==> src/common/fmmc_pkg.sv <==
package fmmc_pkg;
   // ****************************************
   // Clock and timing
   // ****************************************
   localparam int CLK_HZ          = 50000000;
   localparam int MARK_HZ         = 1200;
   localparam int SPACE_HZ        = 2200;
   localparam int TABLE_LEN       = 32;
   localparam int MARK_STEP_CYC   = CLK_HZ / (MARK_HZ * TABLE_LEN);
   localparam int SPACE_STEP_CYC  = CLK_HZ / (SPACE_HZ * TABLE_LEN);
   localparam int MAN_BAUD_HZ     = 31250;
   localparam int MAN_HALF_CYC    = CLK_HZ / (MAN_BAUD_HZ * 2);
   localparam int OSC_START_MS    = 50;
   localparam int OSC_START_CYC   = OSC_START_MS * (CLK_HZ / 1000);
   localparam int CNT_W           = 22;
   localparam int SAMPLE_W        = 6;
   localparam int IDX_W           = 5;
   localparam int FIFO_DEPTH      = 8;
   localparam int LVL_W           = 4;
   localparam int MAN_RX_TIMEOUT  = 4 * MAN_HALF_CYC;
   // Carrier hysteresis: counts of valid edges needed to assert and release.
   localparam logic [3:0] CD_ON_CNT  = 4'h6;
   localparam logic [3:0] CD_OFF_CNT = 4'h0;
   localparam logic [3:0] CD_MAX     = 4'hA;
   // Tone discrimination: half period in clock cycles above this is a mark.
   localparam int FSK_SPLIT_CYC   = CLK_HZ / (2 * 1700);
   localparam int FSK_MAX_CYC     = CLK_HZ / (2 * 900);
   localparam int FSK_MIN_CYC     = CLK_HZ / (2 * 3000);
   // ****************************************
   // Clock configuration codes
   // ****************************************
   localparam logic [1:0] CFG_00 = 2'h0;
   localparam logic [1:0] CFG_01 = 2'h1;
   localparam logic [1:0] CFG_10 = 2'h2;
   localparam logic [1:0] CFG_11 = 2'h3;
   typedef enum logic [2:0] {
      FMMC_CLK_EXT_3M6864 = 3'h0,
      FMMC_CLK_EXT_1M2288 = 3'h1,
      FMMC_CLK_INT_OSC    = 3'h2,
      FMMC_CLK_XTAL       = 3'h3,
      FMMC_CLK_EXT_4M     = 3'h4,
      FMMC_CLK_EXT_2M     = 3'h5
   } fmmc_clk_src_t;
   typedef enum logic [2:0] {
      FMMC_CLOCK_OUTPUT_PIN_OFF    = 3'h0,
      FMMC_CLOCK_OUTPUT_PIN_3M6864 = 3'h1,
      FMMC_CLOCK_OUTPUT_PIN_1M8432 = 3'h2,
      FMMC_CLOCK_OUTPUT_PIN_1M2288 = 3'h3,
      FMMC_CLOCK_OUTPUT_PIN_4M     = 3'h4
   } fmmc_clock_output_pin_t;
   // ****************************************
   // Path arbitration
   // ****************************************
   typedef enum logic [1:0] {
      FMMC_IDLE = 2'b00,
      FMMC_RX   = 2'b01,
      FMMC_TX   = 2'b10
   } fmmc_state_t;
   localparam logic [5:0] LINE_IDLE = 6'h00;
   localparam logic [5:0] MAN_HIGH  = 6'h1F;
   localparam logic [5:0] MAN_LOW   = 6'h21;
endpackage

==> src/logic/fmmc_core.sv <==
`timescale 1ns/1ps
`default_nettype none
module fmmc_core #(
   parameter int OSC_START_CYCLES = fmmc_pkg::OSC_START_CYC
) (
   input  wire logic       clk,
   input  wire logic       reset,
   input  wire logic       spi_mode,
   input  wire logic       manchester_mode,
   input  wire logic       full_duplex,
   input  wire logic       rts_pin_n,
   input  wire logic       rts_bit,
   input  wire logic       host_tx_bit,
   input  wire logic       host_tx_valid,
   input  wire logic [7:0] host_tx_byte,
   input  wire logic       host_tx_write,
   input  wire logic       host_rx_read,
   input  wire logic [3:0] tx_watermark,
   input  wire logic [3:0] rx_watermark,
   input  wire logic [1:0] uart_tx_level,
   input  wire logic       line_receive_input,
   input  wire logic       filtered_receive_input,
   input  wire logic       use_filtered_input,
   input  wire logic       reference_enable_pin,
   input  wire logic       reference_powerdown_bit,
   input  wire logic       crystal_select_pin,
   input  wire logic       clock_config_high_pin,
   input  wire logic       clock_config_low_pin,
   output var  logic [5:0] line_drive_output,
   output var  logic       line_drive_high_z,
   output var  logic       carrier_detect_pin,
   output var  logic       irq_pin,
   output var  logic [7:0] link_condition,
   output var  logic       uart_rx_bit,
   output var  logic       uart_rx_oe,
   output var  logic [7:0] host_rx_byte,
   output var  logic [3:0] rx_level,
   output var  logic [3:0] tx_level,
   output var  logic       internal_reference_on,
   output var  logic [2:0] clock_source,
   output var  logic [2:0] clock_output_pin,
   output var  logic       crystal_on,
   output var  logic       tx_active,
   output var  logic       rx_active
);
   // ****************************************
   // Input synchronisers and arbitration
   // ****************************************
   logic [2:0] rx_sync_q;
   logic [2:0] rts_sync_q;
   wire  logic rx_in   = use_filtered_input ? filtered_receive_input : line_receive_input;
   wire  logic rx_s    = rx_sync_q[2];
   wire  logic rx_edge = rx_sync_q[2] != rx_sync_q[1];
   wire  logic rts_req = spi_mode ? rts_bit : !rts_sync_q[2];

   logic [fmmc_pkg::CNT_W-1:0] osc_cnt_q;
   wire  logic osc_ready = (osc_cnt_q == '0);
   wire  logic int_osc   = crystal_select_pin && clock_config_high_pin && !manchester_mode;

   fmmc_pkg::fmmc_state_t st_q, st_d;
   logic carrier_q;
   logic man_rx_busy_q;
   logic tx_busy;
   logic man_phase_q;
   logic osc_on_q;
   logic [7:0] txf_q [fmmc_pkg::FIFO_DEPTH];
   logic [7:0] rxf_q [fmmc_pkg::FIFO_DEPTH];
   logic [2:0] txw_q, txr_q, rxw_q, rxr_q;
   logic [3:0] txn_q, rxn_q;

   wire logic busy_rx = manchester_mode ? man_rx_busy_q : carrier_q;
   wire logic want_tx = manchester_mode ? (txn_q != 4'h0) : rts_req;
   always_comb begin
      st_d = st_q;
      unique case (st_q)
         fmmc_pkg::FMMC_IDLE: begin
            if (busy_rx)
               st_d = fmmc_pkg::FMMC_RX;
            else if (want_tx)
               st_d = fmmc_pkg::FMMC_TX;
         end
         fmmc_pkg::FMMC_RX: begin
            if (!busy_rx)
               st_d = fmmc_pkg::FMMC_IDLE;
         end
         fmmc_pkg::FMMC_TX: begin
            if (!want_tx && !tx_busy)
               st_d = fmmc_pkg::FMMC_IDLE;
         end
         default: st_d = fmmc_pkg::FMMC_IDLE;
      endcase
      if (!osc_ready)
         st_d = fmmc_pkg::FMMC_IDLE;
   end
   wire logic tx_en = (st_q == fmmc_pkg::FMMC_TX) && osc_ready;
   wire logic rx_en = osc_ready && ((st_q != fmmc_pkg::FMMC_TX) || full_duplex);

   // ****************************************
   // Transmit FIFO and bit source
   // ****************************************
   logic [7:0] txsh_q;
   logic [3:0] txbits_q;
   logic       fsk_bit_q;
   wire  logic fsk_done;
   wire  logic man_half_tick;
   wire  logic bit_tick = manchester_mode ? man_half_tick && man_phase_q : fsk_done;
   wire  logic use_fifo = spi_mode || manchester_mode;
   wire  logic tx_push  = host_tx_write && (txn_q != 4'(fmmc_pkg::FIFO_DEPTH)) && use_fifo;
   wire  logic tx_pop   = tx_en && use_fifo && (txbits_q == 4'h0) && (txn_q != 4'h0);
   assign tx_busy = txbits_q != 4'h0;

   always_ff @(posedge clk or posedge reset) begin
      if (reset) begin
         txw_q    <= 3'h0;
         txr_q    <= 3'h0;
         txn_q    <= 4'h0;
         txsh_q   <= 8'h00;
         txbits_q <= 4'h0;
         fsk_bit_q <= 1'b1;
      end else begin
         if (tx_push) begin
            txf_q[txw_q] <= host_tx_byte;
            txw_q        <= txw_q + 3'h1;
         end
         if (tx_pop) begin
            txsh_q   <= txf_q[txr_q];
            txr_q    <= txr_q + 3'h1;
            txbits_q <= 4'h8;
         end else if (bit_tick && tx_busy) begin
            txsh_q   <= {1'b0, txsh_q[7:1]};
            txbits_q <= txbits_q - 4'h1;
         end
         txn_q <= txn_q + {3'h0, tx_push} - {3'h0, tx_pop};
         if (!use_fifo && host_tx_valid && tx_en)
            fsk_bit_q <= host_tx_bit;
         else if (use_fifo)
            fsk_bit_q <= tx_busy ? txsh_q[0] : 1'b1;
      end
   end

   // ****************************************
   // FSK modulator and Manchester encoder
   // ****************************************
   wire logic [5:0] sine_sample;
   fmmc_sine_mod u_mod (
      .clk         (clk),
      .reset       (reset),
      .enable      (tx_en && !manchester_mode),
      .tx_bit      (fsk_bit_q),
      .sample      (sine_sample),
      .period_done (fsk_done)
   );
   logic [fmmc_pkg::CNT_W-1:0] man_div_q;
   assign man_half_tick = man_div_q == fmmc_pkg::CNT_W'(fmmc_pkg::MAN_HALF_CYC - 1);
   // A zero sends low then high, a one sends high then low.
   wire logic man_level = txsh_q[0] ^ man_phase_q;

   // ****************************************
   // Receive: tone measurement, carrier, decoder
   // ****************************************
   logic [fmmc_pkg::CNT_W-1:0] half_q;
   logic [3:0] cd_cnt_q;
   logic       rx_bit_q;
   logic [7:0] rxsh_q;
   logic [2:0] rxbits_q;
   wire  logic tone_ok = (half_q >= fmmc_pkg::CNT_W'(fmmc_pkg::FSK_MIN_CYC))
                      && (half_q <= fmmc_pkg::CNT_W'(fmmc_pkg::FSK_MAX_CYC));
   wire  logic demod_bit = half_q > fmmc_pkg::CNT_W'(fmmc_pkg::FSK_SPLIT_CYC);
   wire  logic long_half = half_q > fmmc_pkg::CNT_W'(3 * fmmc_pkg::MAN_HALF_CYC / 2);
   wire  logic rx_push   = rx_en && man_rx_busy_q && rx_edge && long_half
                        && (rxbits_q == 3'h7) && (rxn_q != 4'(fmmc_pkg::FIFO_DEPTH));
   wire  logic rx_pop    = host_rx_read && (rxn_q != 4'h0);

   always_ff @(posedge clk or posedge reset) begin
      if (reset) begin
         rx_sync_q     <= 3'h0;
         rts_sync_q    <= 3'h7;
         osc_cnt_q     <= '0;
         st_q          <= fmmc_pkg::FMMC_IDLE;
         half_q        <= '0;
         cd_cnt_q      <= 4'h0;
         carrier_q     <= 1'b0;
         rx_bit_q      <= 1'b1;
         man_rx_busy_q <= 1'b0;
         rxsh_q        <= 8'h00;
         rxbits_q      <= 3'h0;
         osc_on_q      <= 1'b0;
         man_div_q     <= '0;
         man_phase_q   <= 1'b0;
         rxw_q         <= 3'h0;
         rxr_q         <= 3'h0;
         rxn_q         <= 4'h0;
      end else begin
         rx_sync_q  <= {rx_sync_q[1:0], rx_in};
         rts_sync_q <= {rts_sync_q[1:0], rts_pin_n};
         // Only a fresh enable starts the wait; leaving the oscillator cancels it.
         osc_on_q <= int_osc;
         if (int_osc && !osc_on_q)
            osc_cnt_q <= fmmc_pkg::CNT_W'(OSC_START_CYCLES);
         else if (int_osc && osc_cnt_q != '0)
            osc_cnt_q <= osc_cnt_q - 1'b1;
         else
            osc_cnt_q <= '0;
         st_q   <= st_d;
         half_q <= rx_edge ? '0 : half_q + 1'b1;
         if (rx_en && rx_edge && !manchester_mode) begin
            rx_bit_q <= demod_bit;
            if (tone_ok && cd_cnt_q != fmmc_pkg::CD_MAX)
               cd_cnt_q <= cd_cnt_q + 4'h1;
            else if (!tone_ok && cd_cnt_q != 4'h0)
               cd_cnt_q <= cd_cnt_q - 4'h1;
         end else if (!rx_en || half_q > fmmc_pkg::CNT_W'(fmmc_pkg::FSK_MAX_CYC)) begin
            cd_cnt_q <= 4'h0;
         end
         if (cd_cnt_q >= fmmc_pkg::CD_ON_CNT)
            carrier_q <= 1'b1;
         else if (cd_cnt_q == fmmc_pkg::CD_OFF_CNT)
            carrier_q <= 1'b0;
         man_rx_busy_q <= manchester_mode && rx_en
                       && (half_q < fmmc_pkg::CNT_W'(fmmc_pkg::MAN_RX_TIMEOUT));
         if (rx_en && man_rx_busy_q && rx_edge && long_half) begin
            rxsh_q   <= {!rx_s, rxsh_q[7:1]};
            rxbits_q <= rxbits_q + 3'h1;
         end
         man_div_q   <= (!tx_en || man_half_tick) ? '0 : man_div_q + 1'b1;
         man_phase_q <= !tx_en ? 1'b0 : (man_half_tick ? !man_phase_q : man_phase_q);
         if (rx_push) begin
            rxf_q[rxw_q] <= {!rx_s, rxsh_q[7:1]};
            rxw_q        <= rxw_q + 3'h1;
         end
         if (rx_pop)
            rxr_q <= rxr_q + 3'h1;
         rxn_q <= rxn_q + {3'h0, rx_push} - {3'h0, rx_pop};
      end
   end

   // ****************************************
   // Clock, reference and output registers
   // ****************************************
   wire logic [1:0] cfg = {clock_config_high_pin, clock_config_low_pin};
   fmmc_pkg::fmmc_clk_src_t src_d;
   fmmc_pkg::fmmc_clock_output_pin_t    clock_output_pin_d;
   always_comb begin
      src_d  = fmmc_pkg::FMMC_CLK_XTAL;
      clock_output_pin_d = fmmc_pkg::FMMC_CLOCK_OUTPUT_PIN_OFF;
      if (manchester_mode) begin
         if (crystal_select_pin)
            src_d = clock_config_high_pin ? fmmc_pkg::FMMC_CLK_EXT_2M
                                          : fmmc_pkg::FMMC_CLK_EXT_4M;
         else if (clock_config_high_pin)
            clock_output_pin_d = fmmc_pkg::FMMC_CLOCK_OUTPUT_PIN_4M;
      end else if (crystal_select_pin) begin
         unique case (cfg)
            fmmc_pkg::CFG_00: src_d = fmmc_pkg::FMMC_CLK_EXT_3M6864;
            fmmc_pkg::CFG_01: src_d = fmmc_pkg::FMMC_CLK_EXT_1M2288;
            fmmc_pkg::CFG_10: src_d = fmmc_pkg::FMMC_CLK_INT_OSC;
            fmmc_pkg::CFG_11: begin
               src_d  = fmmc_pkg::FMMC_CLK_INT_OSC;
               clock_output_pin_d = fmmc_pkg::FMMC_CLOCK_OUTPUT_PIN_1M2288;
            end
         endcase
      end else begin
         unique case (cfg)
            fmmc_pkg::CFG_00: clock_output_pin_d = fmmc_pkg::FMMC_CLOCK_OUTPUT_PIN_OFF;
            fmmc_pkg::CFG_01: clock_output_pin_d = fmmc_pkg::FMMC_CLOCK_OUTPUT_PIN_3M6864;
            fmmc_pkg::CFG_10: clock_output_pin_d = fmmc_pkg::FMMC_CLOCK_OUTPUT_PIN_1M8432;
            fmmc_pkg::CFG_11: clock_output_pin_d = fmmc_pkg::FMMC_CLOCK_OUTPUT_PIN_1M2288;
         endcase
      end
   end
   wire logic tx_low_man = (txn_q < {1'b0, uart_tx_level, 1'b0} + 4'h2);
   wire logic [7:0] cond_d = {rxn_q >= rx_watermark && rxn_q != 4'h0, 2'b00,
                              txn_q <= tx_watermark && tx_en, 2'b00, carrier_q, 1'b0};

   // Reset holds every other output at its power-down value; the clock source and crystal_on keep
   // following the pins because the crystal must stay controllable.
   always_ff @(posedge clk or posedge reset) begin
      if (reset) begin
         line_drive_output     <= fmmc_pkg::LINE_IDLE;
         line_drive_high_z     <= 1'b1;
         carrier_detect_pin    <= 1'b0;
         irq_pin               <= 1'b0;
         link_condition        <= 8'h00;
         uart_rx_bit           <= 1'b1;
         uart_rx_oe            <= 1'b0;
         host_rx_byte          <= 8'h00;
         rx_level              <= 4'h0;
         tx_level              <= 4'h0;
         internal_reference_on <= 1'b0;
         clock_output_pin      <= 3'h0;
         tx_active             <= 1'b0;
         rx_active             <= 1'b0;
      end else begin
         line_drive_output <= !tx_en ? fmmc_pkg::LINE_IDLE
                            : manchester_mode ? (man_level ? fmmc_pkg::MAN_HIGH
                                                           : fmmc_pkg::MAN_LOW)
                            : sine_sample;
         line_drive_high_z <= 1'b0;
         carrier_detect_pin <= spi_mode ? 1'b0
                             : manchester_mode ? tx_low_man
                             : carrier_q;
         link_condition <= spi_mode ? (link_condition | cond_d) & cond_d : 8'h00;
         irq_pin        <= spi_mode && (cond_d != 8'h00);
         uart_rx_bit    <= manchester_mode ? (rxn_q != 4'h0 ? rxf_q[rxr_q][0] : 1'b1)
                                           : rx_bit_q;
         uart_rx_oe     <= !spi_mode;
         host_rx_byte   <= rxf_q[rxr_q];
         rx_level       <= rxn_q;
         tx_level       <= txn_q;
         internal_reference_on <= reference_enable_pin;
         clock_output_pin <= clock_output_pin_d;
         tx_active        <= tx_en;
         rx_active        <= rx_en && (busy_rx || !tx_en);
      end
   end

   // Clock selection has no reset: the pins stay in charge during power-down.
   always_ff @(posedge clk) begin
      clock_source <= src_d;
      crystal_on   <= !crystal_select_pin;
   end
endmodule
`default_nettype wire

==> src/logic/fmmc_sine_mod.sv <==
`timescale 1ns/1ps
`default_nettype none
module fmmc_sine_mod (
   input  wire logic       clk,
   input  wire logic       reset,
   input  wire logic       enable,
   input  wire logic       tx_bit,
   output var  logic [5:0] sample,
   output var  logic       period_done
);
   // ****************************************
   // Sine table
   // ****************************************
   function automatic logic [5:0] sine_at(input logic [4:0] i);
      logic [5:0] v;
      v = 6'h00;
      unique case (i)
         5'h00: v = 6'h00; 5'h01: v = 6'h06; 5'h02: v = 6'h0C; 5'h03: v = 6'h12;
         5'h04: v = 6'h16; 5'h05: v = 6'h1A; 5'h06: v = 6'h1D; 5'h07: v = 6'h1F;
         5'h08: v = 6'h1F; 5'h09: v = 6'h1F; 5'h0A: v = 6'h1D; 5'h0B: v = 6'h1A;
         5'h0C: v = 6'h16; 5'h0D: v = 6'h12; 5'h0E: v = 6'h0C; 5'h0F: v = 6'h06;
         5'h10: v = 6'h00; 5'h11: v = 6'h3A; 5'h12: v = 6'h34; 5'h13: v = 6'h2E;
         5'h14: v = 6'h2A; 5'h15: v = 6'h26; 5'h16: v = 6'h23; 5'h17: v = 6'h21;
         5'h18: v = 6'h21; 5'h19: v = 6'h21; 5'h1A: v = 6'h23; 5'h1B: v = 6'h26;
         5'h1C: v = 6'h2A; 5'h1D: v = 6'h2E; 5'h1E: v = 6'h34; 5'h1F: v = 6'h3A;
      endcase
      return v;
   endfunction

   logic [fmmc_pkg::CNT_W-1:0] div_q;
   logic [4:0]                 idx_q;
   wire  logic [fmmc_pkg::CNT_W-1:0] step_lim;
   wire  logic                       step;

   // The index keeps its value across a bit change, so the tone never jumps.
   assign step_lim = tx_bit ? fmmc_pkg::CNT_W'(fmmc_pkg::MARK_STEP_CYC - 1)
                            : fmmc_pkg::CNT_W'(fmmc_pkg::SPACE_STEP_CYC - 1);
   assign step     = enable && (div_q >= step_lim);

   always_ff @(posedge clk or posedge reset) begin
      if (reset) begin
         div_q       <= '0;
         idx_q       <= 5'h00;
         sample      <= 6'h00;
         period_done <= 1'b0;
      end else begin
         div_q       <= (!enable || step) ? '0 : div_q + 1'b1;
         idx_q       <= !enable ? 5'h00 : (step ? idx_q + 5'h01 : idx_q);
         sample      <= enable ? sine_at(idx_q) : 6'h00;
         period_done <= step && (idx_q == 5'h1F);
      end
   end
endmodule
`default_nettype wire

==> config.mk <==
export PLATFORM = sky130hd
export DESIGN_NAME = fmmc_core
export DESIGN_NICKNAME = d
export VERILOG_FILES = /design/src/common/fmmc_pkg.sv /design/src/logic/fmmc_core.sv /design/src/logic/fmmc_sine_mod.sv
export SDC_FILE = /design/constraint.sdc
export NUM_CORES = 1
export LEC_CHECK = 0
export BUFFER_PORTS_ARGS = -buffer_cell sky130_fd_sc_hd__buf_2
export CORE_MARGIN = 2
export CORE_UTILIZATION = 45
export DETAILED_ROUTE_END_ITERATION = 10
export SLEW_MARGIN = 20
export SYNTH_ARGS = -nofsm -noshare
export SYNTH_HDL_FRONTEND = slang
export SYNTH_SLANG_ARGS = --single-unit
==> constraint.sdc <==
create_clock -name clk -period 19.1 [get_ports clk]
set_input_delay 3.82 -clock clk [delete_from_list [all_inputs] [get_ports clk]]
set_output_delay 3.82 -clock clk [all_outputs]
set_load 0.005 [all_outputs]
-- After elaboration in Yosys (flattened, before gate mapping)
Memories as Yosys holds them, arrays and structs flattened.
Index checks and enable logic that the tools add are counted.
- bits in registers: 206
- latch bits: 0
- memory bits (writable): 128
- bits in read-only memories: 192
- bits of input ports: 37
- output and inout port bits: 45
- word-level logic and storage cells: 232
- memories: 3
- memories (name ; depth ; width ; rd ports ; clocked after Yosys merged registers in ; wr ports ; RTL line ; source):
    (name not given) ; 32 ; 6 ; 1 ; 0 ; 0 ; fmmc_sine_mod.sv:17 ; unique case (i)
    rxf_q ; 8 ; 8 ; 1 ; 0 ; 1 ; fmmc_core.sv:67 ; logic [7:0] rxf_q [fmmc_pkg::FIFO_DEPTH];
    txf_q ; 8 ; 8 ; 1 ; 0 ; 1 ; fmmc_core.sv:66 ; logic [7:0] txf_q [fmmc_pkg::FIFO_DEPTH];
- $add $sub $neg: 18
- $mul: 0
- divide/modulo/power cells: 0
- $lt $le $gt $ge: 11
- equality and inequality tests: 19
- shift-type cells: 0
- multiplexer cells: 58
- bitwise logic cells: 3
- reduce and logical (&&, ||, !) cells: 77
- operators by type and width (operator ; number):
    $mux W22 ; 5
    $add A22 B1 Y22 const B ; 3
    $logic_and A1 B1 Y1 ; 38
    $mux W4 ; 6
    $mux W6 ; 4
    $mux W8 ; 3
    $eq A22 B10 Y1 const B ; 1
    $ge A22 B14 Y1 const B ; 1
    $ge A22 B22 Y1 ; 1
    $gt A22 B11 Y1 const B ; 1
    $gt A22 B14 Y1 const B ; 1
    $gt A22 B15 Y1 const B ; 1
    $le A22 B15 Y1 const B ; 1
    $logic_not A22 Y1 ; 1
    $lt A22 B12 Y1 const B ; 1
    $reduce_bool A22 Y1 ; 1
    $sub A22 B1 Y22 const B ; 1
    $mux W1 ; 21
    $mux W3 ; 7
    $ne A4 B4 Y1 const B ; 4
    $reduce_bool A4 Y1 ; 4
    $add A3 B1 Y3 const B ; 5
    $logic_not A1 Y1 ; 15
    $mux W2 ; 6
    35 further kinds ; 54

-- Depth between registers and ports, before layout
- word-level depth: 11
- depth in mapped cells: 16
- depth with buffers taken out: 14

-- Modules after synthesis
From an unflattened synthesis, not the netlist that was laid out.
- cell total of the unflattened synthesis: 1138
- area, all modules: 14696.6 um^2
- modules (own cells, without submodules) (module ; times used ; cells each ; area each (um^2) ; sequential area each (um^2)):
    fmmc_core ; 1 ; 964 ; 12847.3 ; 7986.4
    fmmc_sine_mod ; 1 ; 174 ; 1849.3 ; 850.8

-- Least setup slack after synthesis
No wires, ideal clock.
- path kind: input to register
- start: input port reset
- end: memory txf_q[3][0], enable pin
- setup time: 0.374 ns
- arrival: 8.974 ns
- required time: 18.726 ns
- setup slack: 9.752 ns
- stages: 4
- buffers on the path: 1
- cells stage by stage: clkbuf_1 > inv_1 > nand3_1 > nor2_1
- word-level cells in the longest chain between the ends: 3
- RTL lines (element ; RTL line ; source):
    from (decl) ; fmmc_core.sv:7 ; input wire logic reset,
    $logic_not A1 Y1 (no source line) ; -- ;
    $logic_and A1 B1 Y1 (implied by the code) ; fmmc_core.sv:122 ; txf_q[txw_q] <= host_tx_byte;
    $mux W1 (implied by the code) ; fmmc_core.sv:122 ;
    to (decl) ; fmmc_core.sv:66 ;
Every way passes these cells.

-- Final worst setup path
- start: input port manchester_mode
- end: memory txf_q[5][3], enable pin
- word-level cells in the longest chain between the ends: 5
- RTL lines (element ; RTL line ; source):
    from (decl) ; fmmc_core.sv:9 ; input wire logic manchester_mode,
    $logic_or A1 B1 Y1 ; fmmc_core.sv:107 ; wire logic use_fifo = spi_mode || manchester_mode;
    $logic_and A1 B1 Y1 ; fmmc_core.sv:108 ; wire logic tx_push = host_tx_write && (txn_q != 4'(fmmc_pkg::FIFO_DEPTH)) && use_fifo;
    $mux W1 ; fmmc_core.sv:121 ; if (tx_push) begin
    $logic_and A1 B1 Y1 (implied by the code) ; fmmc_core.sv:122 ;
    $mux W1 (implied by the code) ; fmmc_core.sv:122 ;
Every way passes these cells.

==> results.md <==
- Status: complete, no violations
- Critical Path AT: 6400 ps
- Core area: 0.0314 mm^2
- Overall global routing resource usage: 16.6%
- Final setup TNS: 0 ps
- Avg Cell Area, Syn: 12.7 um^2
- Footprint of the multi-input gates: 0.00516 mm^2
- Pwr dens: 111 mW/mm^2
- Seq/Total Area, Yosys: 61.8%
- Ys flop type: dfrtp_1
- Initial antenna violation count: 1
- Inst Count DP: 1587
- Cts hold-fix bufs: 0
- Worst Tran Pin Value: 1030 ps
- H-tree level count: 2
- Register area: 0.00884 mm^2
- Leak: 0.00708 uW
- Clock tree sinks: 328
- Die X: 182 um
- Leading area contributor after synthesis: dfrtp_1
- Number of global-route vias before repair: 8616
- Reg clk slew, reported paths: 60 ps
- Pwr Total: 1810 uW
- Dpl hpwl: 17500 um
- Final hold violations: 0
- Fill cells: 2688
- Synth top area share: 33.1%
- Io pins: 82
- Worst vdd ir: 0.0964 mV
- DRC violations left: 0
- Die Ht: 182 um
- Worst rel slew slack: 30.1%
- Clock Tree Buf Depth: 3
- P&R area growth vs syn: 14.2%
- Pin count of the biggest net entering global routing: 136
- TritonRoute pass-1 iters: 4
- Critical Path RT: 19310 ps
- Critical path peak fanout: 26
- Number of synthesized register bits: 328
- WL final: 26400 um
- Post-synthesis async set-or-reset flop share: 59.8%
- Period utilization: 32.4%
- Final critical-path required period: 6190 ps
- Most common cell after layout, fill and taps aside: dfrtp_1
- Hold crit path type: reg2reg
- Mapped cell area: 0.0143 mm^2
- Fmax: 0.162 GHz
- Std cell rows: 65
- Ranking of synthesized cells by area: dfrtp_1 33%, edfxtp_1 27%, mux4_2 5.0%
- Total CTS buffers: 36
- Die area: 0.0332 mm^2
- Max-Cap Viols: 0
- Worst Setup End Kind: register
- Final Max Slew Viols: 0
- Average routed wire per standard cell: 15.9 um
- GPL Wtd Cong: 0.785
- Initial Utilization: 45.6%
- Post-synth EDFFs: 128
- Critical Path Source Type: primary input
- DR vias: 8544
- Total gr overflow: 0
- CTS tree: yes
- 1st-iter DRT viols: 360
- RSZ-0062 raised after global routing: false
- Layout cells sized above 1: 16.5%
- Port Buffer Count: 75
- Crit Path Class: in2reg
- Global-route wire length before repair: 44400 um
- Final setup violation count: 0
- Post-synthesis cell type count: 60
- CTS root buf: clkbuf_16
- Syn. warnings: 0
- Vias/cell: 5.17
- Setup Skew: 11.5 ps
- Post-Layout Cell Count: 1654
- Clock latency on the worst-skew pair: 510 ps
- ANT nets after route: 0
- Number of gates resized after cts: 0
- Gate Count Post-Synth: 1124
- Setup Buffers After CTS: 0
- Most frequent cells in the layout: 188 x dfrtp_1, 132 x nor2_1, 128 x edfxtp_1
- Nets: 1319
logic make-up after synthesis:
kind of cell / count (synthesis) / synth area share (%)
and+or+nand+nor: 373 / 12.5
AOI/OAI and AO/OA: 126 / 5.53
other: 1 / 0.0262
adders and majority gates: 59 / 5.32
xor gates and xnor gates: 83 / 5.08
buffers and inverters: 94 / 2.63
DFF: 328 / 61.8
muxes: 60 / 7.13
layout make-up:
cell class,count,share of cell area (%)
Clock inverter,21,1.13
Sequential cell,328,54.1
Multi-Input combinational cell,717,31.6
Antenna cell,1,0.0153
Timing Repair Buffer,87,2.85
Inverter,53,1.26
Clock buffer,45,5.97
Tap cell,402,3.08
worst max-delay path, cell delays in order:
cell	delay [ps]
buf_2	410
o21ai_0	240
a21oi_1	490
nand2_1	220
nor4b_1	880
buf_4	320
layer usage:
metal | up-vias | track usage (%) | part of all wire, %
li1 | 4161 | - | -
met1 | 4230 | 22.5 | 46
met2 | 109 | 27.6 | 48
met3 | 44 | 2.91 | 3.3
met4 | 0 | 4.97 | 2.6
met5 | - | 0 | 0
registers in the layout, summed over array words and instances (netlist names), 5 cells and up:
name	cells
half_q	22
host_rx_byte	8
line_drive_output	6
man_div_q	22
osc_cnt_q	22
rxf_q	64
rxsh_q	7
txf_q	64
txsh_q	8
u_mod.div_q	22
u_mod.idx_q	5
u_mod.sample	6
worst paths after layout:
kind	start	end	slack [ps]	cells after the start
max in group asynchronous	reset	osc_cnt_q[2]$_DFF_PP0_	14110	3
min in group asynchronous	reset	tx_level[0]$_DFF_PP0_	3650	2
worst min-delay path	rts_sync_q[0]$_DFF_PP1_	rts_sync_q[1]$_DFF_PP1_	360	0
worst max register to register	osc_cnt_q[0]$_DFF_PP0_	rxf_q[4][3]$_DFFE_PP_	14820	9
worst max-delay path	manchester_mode	txf_q[5][3]$_DFFE_PP_	12910	6
worst min register to register	rts_sync_q[0]$_DFF_PP1_	rts_sync_q[1]$_DFF_PP1_	360	0
cells in the mapped netlist, types with 9 or more instances:
cell type and number:
xor2_1 42, nand2b_1 15, and3_1 17, clkbuf_1 27, mux4_2 32, edfxtp_1 128
nand3_1 25, o21ai_0 33, a21oi_1 39, xnor2_1 41, nand4_1 9, and2_1 10
mux2_2 15, mux2i_1 13, nand2_1 87, nor2_1 132, a211oi_1 14, dfrtp_1 189
nor4_1 16, nor3_1 16, or3_1 16, ha_1 56, inv_1 53
through the flow:
stage | hold WS (ps) | util (%) | worst slack (ps) | instance area [um^2]
2_1_floorplan | 331 | - | 9750 | 14400
3_5_place_dp | 348 | 48.3 | 12350 | 15200
6_report | 356 | 52.0 | 12910 | 16300
3_3_place_gp | 342 | 48.3 | 12340 | 15200
4_1_cts | 356 | 52.0 | 12900 | 16300
5_1_grt | 360 | 52.0 | 12810 | 16300
report_power, final:
group	total, uW	leakage (uW)	switching (uW)	internal [uW]
combinational	266	0.00260	128	138
clock	677	0.000569	273	404
sequential	862	0.00391	73.0	789
(Power assumes the default switching activity.)
